## config.mk

```make
export PLATFORM = sky130hd
export DESIGN_NAME = psc_top
export DESIGN_NICKNAME = d
export VERILOG_FILES = /design/src/inc/psc_pkg.sv /design/src/verilog/psc_resp.sv /design/src/verilog/psc_top.sv
export SDC_FILE = /design/constraint.sdc
export NUM_CORES = 1
export LEC_CHECK = 0
export BUFFER_PORTS_ARGS = -buffer_cell sky130_fd_sc_hd__buf_4
export CAP_MARGIN = 5
export CORE_MARGIN = 3
export CORE_UTILIZATION = 23
export CTS_CLUSTER_DIAMETER = 100
export DETAILED_ROUTE_END_ITERATION = 8
export PLACE_DENSITY_LB_ADDON = 0.3
export SYNTH_ARGS = -nofsm -noshare
export SYNTH_HDL_FRONTEND = slang
export SYNTH_SLANG_ARGS = --single-unit
```

## constraint.sdc

```tcl
create_clock -name core_clk -period 2.7 [get_ports core_clk]
set_input_delay 0.54 -clock core_clk [delete_from_list [all_inputs] [get_ports core_clk]]
set_output_delay 0.54 -clock core_clk [all_outputs]
set_load 0.02 [all_outputs]
```

## src/inc/psc_pkg.sv

```systemverilog
// constants and types for the power-up settings command decoder
package psc_pkg;
    localparam int REPORT_BYTES = 64;
    localparam logic [7:0] CMD_NVRAM = 8'h60;
    localparam logic [7:0] SUB_CHIP  = 8'h20;
    localparam logic [7:0] ST_OK     = 8'h00;
    localparam logic [7:0] ST_BLOCK  = 8'hfb;
    localparam logic [7:0] ST_UNSUP  = 8'hf8;
    localparam logic [7:0] ACC_OPEN  = 8'h00;
    localparam logic [7:0] ACC_PASS  = 8'h40;
    localparam logic [7:0] ACC_LOCK  = 8'h80;
    localparam logic [7:0] DES_GPIO  = 8'h00;
    localparam logic [7:0] DES_CS    = 8'h01;
    localparam logic [7:0] DES_FUNC  = 8'h02;
    localparam logic [5:0] IDX_CMD   = 6'h00;
    localparam logic [5:0] IDX_SUB   = 6'h01;
    localparam logic [5:0] IDX_DES0  = 6'h04;
    localparam logic [5:0] IDX_DES8  = 6'h0c;
    localparam logic [5:0] IDX_VAL   = 6'h0d;
    localparam logic [5:0] IDX_DIR   = 6'h0f;
    localparam logic [5:0] IDX_DIR_HI = 6'h10;
    localparam logic [5:0] IDX_OPT   = 6'h11;
    localparam logic [5:0] IDX_ACC   = 6'h12;
    localparam logic [5:0] IDX_PW0   = 6'h13;
    localparam logic [5:0] IDX_PW7   = 6'h1a;
    localparam logic [5:0] IDX_LAST  = 6'h3f;
    localparam int OPT_WAKE = 4;
    localparam int OPT_INT_HI = 3;
    localparam int OPT_INT_LO = 1;
    localparam int OPT_REL = 0;
    localparam logic [2:0] INT_MAX = 3'h4;
    // nonvolatile defaults after first power-up; plain values
    localparam logic [17:0] RST_DES   = 18'h00000;
    localparam logic [7:0]  RST_VAL   = 8'h00;
    localparam logic [8:0]  RST_DIR   = 9'h1ff;
    localparam logic [7:0]  RST_OPT   = 8'h00;
    localparam logic [7:0]  RST_ACC   = 8'h00;
    localparam logic [63:0] RST_PW    = 64'h0;
    typedef enum logic [2:0] {
        PSC_IDLE = 3'b000,
        PSC_RECV = 3'b001,
        PSC_EXEC = 3'b011,
        PSC_RESP = 3'b010,
        PSC_LOAD = 3'b110
    } psc_state_t;
endpackage

```

## src/verilog/psc_resp.sv

```systemverilog
// response byte serialiser: streams 64 bytes, three of them meaningful
module psc_resp (
    input  wire logic       core_clk,
    input  wire logic       sys_rst,
    input  wire logic       start,
    input  wire logic [7:0] b0,
    input  wire logic [7:0] b1,
    input  wire logic [7:0] b2,
    output logic            rsp_valid,
    output logic [7:0]      rsp_data,
    output logic            rsp_last,
    output logic            busy
);
    logic [5:0] idx_r;
    logic [7:0] b0_r, b1_r, b2_r;
    wire  [7:0] sel_byte = (idx_r == 6'h00) ? b0_r :
                           (idx_r == 6'h01) ? b1_r :
                           (idx_r == 6'h02) ? b2_r : 8'h00;
    always_ff @(posedge core_clk) begin
        if (sys_rst) begin
            busy      <= 1'b0;
            idx_r     <= 6'h00;
            rsp_valid <= 1'b0;
            rsp_data  <= 8'h00;
            rsp_last  <= 1'b0;
            b0_r      <= 8'h00;
            b1_r      <= 8'h00;
            b2_r      <= 8'h00;
        end else if (start && !busy) begin
            busy      <= 1'b1;
            idx_r     <= 6'h00;
            rsp_valid <= 1'b0;
            rsp_last  <= 1'b0;
            b0_r      <= b0;
            b1_r      <= b1;
            b2_r      <= b2;
        end else if (busy) begin
            rsp_valid <= 1'b1;
            rsp_data  <= sel_byte;
            rsp_last  <= (idx_r == psc_pkg::IDX_LAST);
            idx_r     <= idx_r + 6'h01;
            busy      <= (idx_r != psc_pkg::IDX_LAST);
        end else begin
            rsp_valid <= 1'b0;
            rsp_last  <= 1'b0;
        end
    end
endmodule

```

## src/verilog/psc_top.sv

```systemverilog
// power-up chip settings command decoder with nonvolatile and working copies
// Operation
// - every command report gets one response
// - byte0 0x60, byte1 0x20 selects write
// - bytes 4-12 set pin designations
// - byte 13 default output levels, 14 ignored
// - byte 15 directions, byte 16 always sets ninth pin direction to 1
// - option bit 4 enables remote wake-up
// - option bits 3-1 interrupt counting mode
// - option bit 0 holds SPI bus
// - byte 18 access mode open/password/locked
// - bytes 19-26 new password characters
// - reset copies stored settings to working
// - response byte 0 echoes command code
// - locked or unmatched password returns 0xfb
// - success returns 0x00 and echoes 0x20
// - working settings writable despite protection
module psc_top (
    input  wire logic        core_clk,
    input  wire logic        sys_rst,
    input  wire logic        cmd_valid,
    input  wire logic [7:0]  cmd_data,
    input  wire logic        cmd_last,
    input  wire logic        password_matched,
    input  wire logic        ram_wr_en,
    input  wire logic [17:0] ram_wr_des,
    input  wire logic [7:0]  ram_wr_val,
    input  wire logic [8:0]  ram_wr_dir,
    input  wire logic [7:0]  ram_wr_opt,
    output logic             cmd_ready,
    output logic             rsp_valid,
    output logic [7:0]       rsp_data,
    output logic             rsp_last,
    output logic             nv_write_pulse,
    output logic [17:0]      nv_designation,
    output logic [7:0]       nv_access_mode,
    output logic [63:0]      nv_password,
    output logic [17:0]      work_designation,
    output logic [7:0]       work_out_level,
    output logic [8:0]       work_direction,
    output logic             work_remote_wake,
    output logic [2:0]       work_int_mode,
    output logic             work_bus_hold
);
    psc_pkg::psc_state_t state_r;
    logic [5:0]  idx_r;
    logic [7:0]  cmd_r, sub_r;
    // nine pins of two bits each; the ninth pin sits in [17:16]
    logic [17:0] st_des_r, nv_des_r;
    logic [7:0]  st_val_r, nv_val_r;
    logic [8:0]  st_dir_r, nv_dir_r;
    logic [7:0]  st_opt_r, nv_opt_r;
    logic [7:0]  st_acc_r, nv_acc_r;
    logic [63:0] st_pw_r, nv_pw_r;
    logic        rsp_start_r;
    logic [7:0]  rb0_r, rb1_r, rb2_r;
    logic        rsp_busy;

    // two-bit code per pin; larger codes are clamped to dedicated function
    function automatic logic [1:0] des_code(input logic [7:0] b, input logic ninth);
        if (b == psc_pkg::DES_GPIO)
            return 2'h0;
        else if (b == psc_pkg::DES_CS && !ninth)
            return 2'h1;
        else
            return 2'h2;
    endfunction

    wire take      = cmd_valid && cmd_ready;
    wire in_des    = idx_r >= psc_pkg::IDX_DES0 && idx_r <= psc_pkg::IDX_DES8;
    wire [3:0] pin = 4'(idx_r - psc_pkg::IDX_DES0);
    wire in_pw     = idx_r >= psc_pkg::IDX_PW0 && idx_r <= psc_pkg::IDX_PW7;
    wire [2:0] pwc = 3'(idx_r - psc_pkg::IDX_PW0);
    wire is_write  = cmd_r == psc_pkg::CMD_NVRAM && sub_r == psc_pkg::SUB_CHIP;
    wire locked    = nv_acc_r == psc_pkg::ACC_LOCK;
    wire pw_block  = nv_acc_r == psc_pkg::ACC_PASS && !password_matched;
    wire refuse    = locked || pw_block;
    wire pw_keep   = st_pw_r == 64'h0;
    wire [2:0] int_in = st_opt_r[psc_pkg::OPT_INT_HI:psc_pkg::OPT_INT_LO];

    psc_resp u_resp (
        .core_clk  (core_clk),
        .sys_rst   (sys_rst),
        .start     (rsp_start_r),
        .b0        (rb0_r),
        .b1        (rb1_r),
        .b2        (rb2_r),
        .rsp_valid (rsp_valid),
        .rsp_data  (rsp_data),
        .rsp_last  (rsp_last),
        .busy      (rsp_busy)
    );

    // command reception and staging
    always_ff @(posedge core_clk) begin
        if (sys_rst) begin
            state_r  <= psc_pkg::PSC_LOAD;
            idx_r    <= 6'h00;
            cmd_r    <= 8'h00;
            sub_r    <= 8'h00;
            st_des_r <= psc_pkg::RST_DES;
            st_val_r <= psc_pkg::RST_VAL;
            st_dir_r <= psc_pkg::RST_DIR;
            st_opt_r <= psc_pkg::RST_OPT;
            st_acc_r <= psc_pkg::RST_ACC;
            st_pw_r  <= psc_pkg::RST_PW;
            cmd_ready <= 1'b0;
        end else begin
            unique case (state_r)
                psc_pkg::PSC_LOAD: begin
                    state_r   <= psc_pkg::PSC_IDLE;
                    cmd_ready <= 1'b1;
                end
                psc_pkg::PSC_IDLE, psc_pkg::PSC_RECV: begin
                    if (take) begin
                        state_r <= psc_pkg::PSC_RECV;
                        idx_r   <= idx_r + 6'h01;
                        if (idx_r == psc_pkg::IDX_CMD)
                            cmd_r <= cmd_data;
                        if (idx_r == psc_pkg::IDX_SUB)
                            sub_r <= cmd_data;
                        if (in_des)
                            st_des_r[2*pin +: 2] <= des_code(cmd_data, pin == 4'h8);
                        if (idx_r == psc_pkg::IDX_VAL)
                            st_val_r <= cmd_data;
                        if (idx_r == psc_pkg::IDX_DIR)
                            st_dir_r[7:0] <= cmd_data;
                        if (idx_r == psc_pkg::IDX_DIR_HI)
                            st_dir_r[8] <= 1'b1;
                        if (idx_r == psc_pkg::IDX_OPT)
                            st_opt_r <= {3'h0, cmd_data[4:0]};
                        if (idx_r == psc_pkg::IDX_ACC)
                            st_acc_r <= cmd_data;
                        if (in_pw)
                            st_pw_r[8*pwc +: 8] <= cmd_data;
                        if (cmd_last || idx_r == psc_pkg::IDX_LAST) begin
                            state_r   <= psc_pkg::PSC_EXEC;
                            cmd_ready <= 1'b0;
                        end
                    end
                end
                psc_pkg::PSC_EXEC: begin
                    state_r <= psc_pkg::PSC_RESP;
                end
                psc_pkg::PSC_RESP: begin
                    if (!rsp_busy && !rsp_start_r) begin
                        state_r   <= psc_pkg::PSC_IDLE;
                        idx_r     <= 6'h00;
                        st_pw_r   <= 64'h0;
                        cmd_ready <= 1'b1;
                    end
                end
                default: begin
                    state_r <= psc_pkg::PSC_LOAD;
                end
            endcase
        end
    end

    // decision, atomic commit and response bytes
    always_ff @(posedge core_clk) begin
        if (sys_rst) begin
            rsp_start_r    <= 1'b0;
            rb0_r          <= 8'h00;
            rb1_r          <= 8'h00;
            rb2_r          <= 8'h00;
            nv_write_pulse <= 1'b0;
        end else begin
            rsp_start_r    <= 1'b0;
            nv_write_pulse <= 1'b0;
            if (state_r == psc_pkg::PSC_EXEC) begin
                rsp_start_r <= 1'b1;
                rb0_r       <= cmd_r;
                rb2_r       <= 8'h00;
                if (!is_write) begin
                    // other commands belong to sibling decoders; answer anyway
                    rb1_r <= psc_pkg::ST_UNSUP;
                end else if (refuse) begin
                    rb1_r <= psc_pkg::ST_BLOCK;
                end else begin
                    rb1_r          <= psc_pkg::ST_OK;
                    rb2_r          <= psc_pkg::SUB_CHIP;
                    nv_write_pulse <= 1'b1;
                end
            end
        end
    end

    // nonvolatile image: only written as one unit on accept
    always_ff @(posedge core_clk) begin
        if (sys_rst) begin
            nv_des_r <= psc_pkg::RST_DES;
            nv_val_r <= psc_pkg::RST_VAL;
            nv_dir_r <= psc_pkg::RST_DIR;
            nv_opt_r <= psc_pkg::RST_OPT;
            nv_acc_r <= psc_pkg::RST_ACC;
            nv_pw_r  <= psc_pkg::RST_PW;
        end else if (state_r == psc_pkg::PSC_EXEC && is_write && !refuse) begin
            nv_des_r <= st_des_r;
            nv_val_r <= st_val_r;
            nv_dir_r <= st_dir_r;
            // reserved interrupt codes are stored as no counting
            nv_opt_r <= (int_in > psc_pkg::INT_MAX) ? {st_opt_r[7:4], 3'h0, st_opt_r[0]} : st_opt_r;
            nv_acc_r <= st_acc_r;
            if (!pw_keep)
                nv_pw_r <= st_pw_r;
        end
    end

    // working copy loaded from nonvolatile after reset, then ram writes
    always_ff @(posedge core_clk) begin
        if (sys_rst) begin
            work_designation <= psc_pkg::RST_DES;
            work_out_level   <= 8'h00;
            work_direction   <= 9'h000;
            work_remote_wake <= 1'b0;
            work_int_mode    <= 3'h0;
            work_bus_hold    <= 1'b0;
        end else if (state_r == psc_pkg::PSC_LOAD) begin
            work_designation <= nv_des_r;
            work_out_level   <= nv_val_r;
            work_direction   <= nv_dir_r;
            work_remote_wake <= nv_opt_r[psc_pkg::OPT_WAKE];
            work_int_mode    <= nv_opt_r[psc_pkg::OPT_INT_HI:psc_pkg::OPT_INT_LO];
            work_bus_hold    <= nv_opt_r[psc_pkg::OPT_REL];
        end else if (ram_wr_en) begin
            work_designation <= ram_wr_des;
            work_out_level   <= ram_wr_val;
            work_direction   <= ram_wr_dir;
            work_remote_wake <= ram_wr_opt[psc_pkg::OPT_WAKE];
            work_int_mode    <= ram_wr_opt[psc_pkg::OPT_INT_HI:psc_pkg::OPT_INT_LO];
            work_bus_hold    <= ram_wr_opt[psc_pkg::OPT_REL];
        end
    end

    always_ff @(posedge core_clk) begin
        if (sys_rst) begin
            nv_designation <= psc_pkg::RST_DES;
            nv_access_mode <= 8'h00;
            nv_password    <= 64'h0;
        end else begin
            nv_designation <= nv_des_r;
            nv_access_mode <= nv_acc_r;
            nv_password    <= nv_pw_r;
        end
    end
endmodule

```

==> impl_results.md <==
- Status: complete, no violations
- Setup violators final: 0
- Fillers: 6,591
- Final #Nets: 1,685
- First-pass GRT wire length: 63,300 µm
- Register area: ~0.0084 mm²
- Clk_lat worst skew: 0.58 ns
- Post-DP HPWL: 28,500 µm
- Fraction of registers with async set or reset after synthesis: 0%
- Rows: slightly above 90
- Clock Path Buffers: 3
- Tcrit/Tclk final: around 90%
- CP Capture Type: flop
- Post-synth cell types: 61
- Vias in the first global route: roughly 11,000
- Inst Count DP: 2,402
- P&R area growth vs syn: 27.2%
- FF-to-FF Start: idx_r[1]$_SDFFE_PP0P_
- H-tree depth: 2
- Hold Slack: 0.263 ns
- Clk sinks: 419
- Critical Path RT: 3.14 ns
- Worst-Margin Slew: roughly 0.84 ns
- Maximum VDD drop: 0.425 mV
- Worst path arrival time: 2.93 ns
- DRC violations left: 0
- Drt total wl: around 40,000 µm
- FF-to-FF setup slack: approximately 0.21 ns
- Grt ovf: 0
- Worst min path class: primary input to flop
- Port bufs: 195
- Die area: 0.0670 mm²
- M1 WL: about 19,000 µm
- Achievable frequency: 0.402 GHz
- Post-synth EDFFs: 0
- Root Driver: clkbuf_16
- ANT nets after route: 0
- Core Box Area: 0.0631 mm²
- Count of pins over their slew limit: 0
- Routed wl met2: 19,100 µm
- Initial DRC count: between 400 and 500
- Power, Total: 13,200 µW
- Syn. warnings: 0
- Synth Area per Inst: 10.4 µm²
- CTS Buf Count: between 40 and 50
- R2R Path End: st_pw_r[8]$_SDFFE_PP0P_
- Width of the die: 259 µm
- Vias per std cell: 4.38
- Leak: 0.00736 µW
- TritonCTS clock tree: done
- Worst rel slew slack: a little over two fifths
- Multi-input gate area: between 0.005 and 0.006 mm²
- Post-synthesis sequential area ratio: 57.1%
- Largest net degree at the start of global routing: 124
- Synth Cell Area: between 0.01 and 0.015 mm²
- Crit path time final: 2.49 ns
- Max-cap viol count: 0
- Met3 wire length: 2150 µm
- Top Metal Used: met5
- Skew final: 0.0150 ns
- Initial antenna violation count: 2
- Initial Util: 23.3%
- GRT Util Overall: between 10 and 15%
- FF-to-FF path depth: 10
- Finished Layout Cells: 2,489
- Proportion of layout cells with a drive suffix above 1: between 10% and 20%
- Final-report hold violation count: 0
- CP Launch Type: flop
- Per-cell routed wire length: 16.5 µm
- RSZ-0062 raised after global routing: false
- Die H: 259 µm
- Setup_tns: 0 ns
- Primary FF master, synth: dfxtp_1
- Clock-pin transition on the worst setup and hold timing paths: 0.06 ns
- Critical Path Start: idx_r[1]$_SDFFE_PP0P_
- DR pass1 iterations: 5
- Placer Congestion: between 0.7 and 0.8
- Routed vias: between 10,000 and 15,000
- Cells after Synth: 1,419
- #FFs+latches synth: between 400 and 500
- Cell Pwr Density: between 700 and 800 mW/mm²
- I/O pin cnt: a little under 200
- Synth Net Count: 1,495
- Crit path to: st_pw_r[8]$_SDFFE_PP0P_
- CP max FO: 8
- Critical path class: flop to flop
-- layout make-up --
type,instances,area share (%)
clock buffer,67,7.01
timing repair buffer,236,9.90
multi-input combinational,886,31.2
tap,846,5.66
antenna,1,0.0134
clock inverter,15,0.964
inverter,19,0.382
sequential,419,44.9
-- how the worst min path moves through the flow --
stage | start | to | slack (ns) | depth (start not counted)
floorplan | rb0_r[0]$_SDFFE_PP0P_ | u_resp.b0_r[0]$_SDFFE_PP0P_ | 0.43 | 2
global placement | st_dir_r[6]$_SDFFE_PP1P_ | nv_dir_r[6]$_SDFFE_PP1P_ | 0.45 | 1
detailed placement | st_des_r[11]$_SDFFE_PP0P_ | nv_des_r[11]$_SDFFE_PP0P_ | 0.45 | 1
CTS | sys_rst | st_des_r[0]$_SDFFE_PP0P_ | 0.22 | 2
global route | sys_rst | st_des_r[0]$_SDFFE_PP0P_ | 0.24 | 2
finish | sys_rst | st_des_r[7]$_SDFFE_PP0P_ | 0.26 | 2
-- placed cells by master (no fill, tap or decap), drive strengths merged, types with 4 or more instances in the layout --
cell	Yosys	routed
dfxtp	419	419
ha	19	19
xor2	5	5
nor4	22	22
mux2i	92	92
buf	21	236
clkbuf	74	67
and4	6	6
nand3	9	9
a211oi	47	47
clkinvlp	0	4
nor3b	5	5
nor3	12	12
nor2	113	113
inv	19	24
o311ai	6	6
clkinv	0	4
nor2b	104	104
and3	6	6
a21oi	35	35
o211ai	10	10
o21ai	59	59
or2	4	4
nor4b	4	4
o22a	72	72
a22o	54	54
nand4	14	14
nand2	143	143
-- layer usage --
layer  global-route usage [%]  vias up
li1                         -     5410
met1                     15.6     5232
met2                     19.6      201
met3                     2.99       58
met4                     3.74        2
met5                        0        -
-- logic make-up after synthesis --
group	share of synthesized area [%]
flops	57.1
simple gates	15.7
xor+xnor	0.477
mux	6.42
compound gates	15.3
buf+inv	3.35
fa+ha+maj	1.62
-- power breakdown --
group	total [µW]	switching, µW	internal [µW]
Combinational	726	460	267
Clock	6190	2590	3600
Sequential	6290	40.7	6250
Total	13200	3090	10100
-- stage by stage --
step                utilization, %  cell area (µm²)  setup slack (ns)
floorplan                        -            14700             0.375
global placement              27.2            17200             0.144
detailed placement            27.2            17200             0.117
CTS                           29.6            18700             0.109
global route                  29.6            18700           0.00767
finish                        29.6            18700             0.211
-- critical path, cell delays in order (launching register included) --
cell and delay, ns:
dfxtp_1 0.39, ha_1 0.23, ha_1 0.29, inv_1 0.04, ha_1 0.39, inv_1 0.13, o311ai_0 0.38, o211ai_1 0.14
buf_4 0.21, nand2_1 0.06, o21ai_0 0.07
-- sequential cells by signal, summed over array words and instances, names as in the netlist, 9 cells and up --
signal and cells:
nv_des_r 18, nv_designation 18, nv_password 64, nv_pw_r 64, st_des_r 18, st_pw_r 64, work_designation 18, work_direction 9
-- synth_stat cells (all sizes together) (12+ instances only) --
library cell  count  area [µm²]
nor3             12        60.1
dfxtp           419        8390
nor2            113         424
nand4            14        87.6
nand2           143         544
inv              19        71.3
clkbuf           74         279
ha               19         238
a22o             54         473
o21ai            59         295
o22a             72         631
buf              21         141
nor2b           104         651
mux2i            92         921
a21oi            35         175
a211oi           47         353
nor4             22         144
-- what timing repair did --
item	4_1_cts	5_1_grt
gates resized for setup	0	2
setup endpoints to repair	0	33
hold buffers	0	0
buffers inserted	0	4
Power figures use the tool's default switching activity.
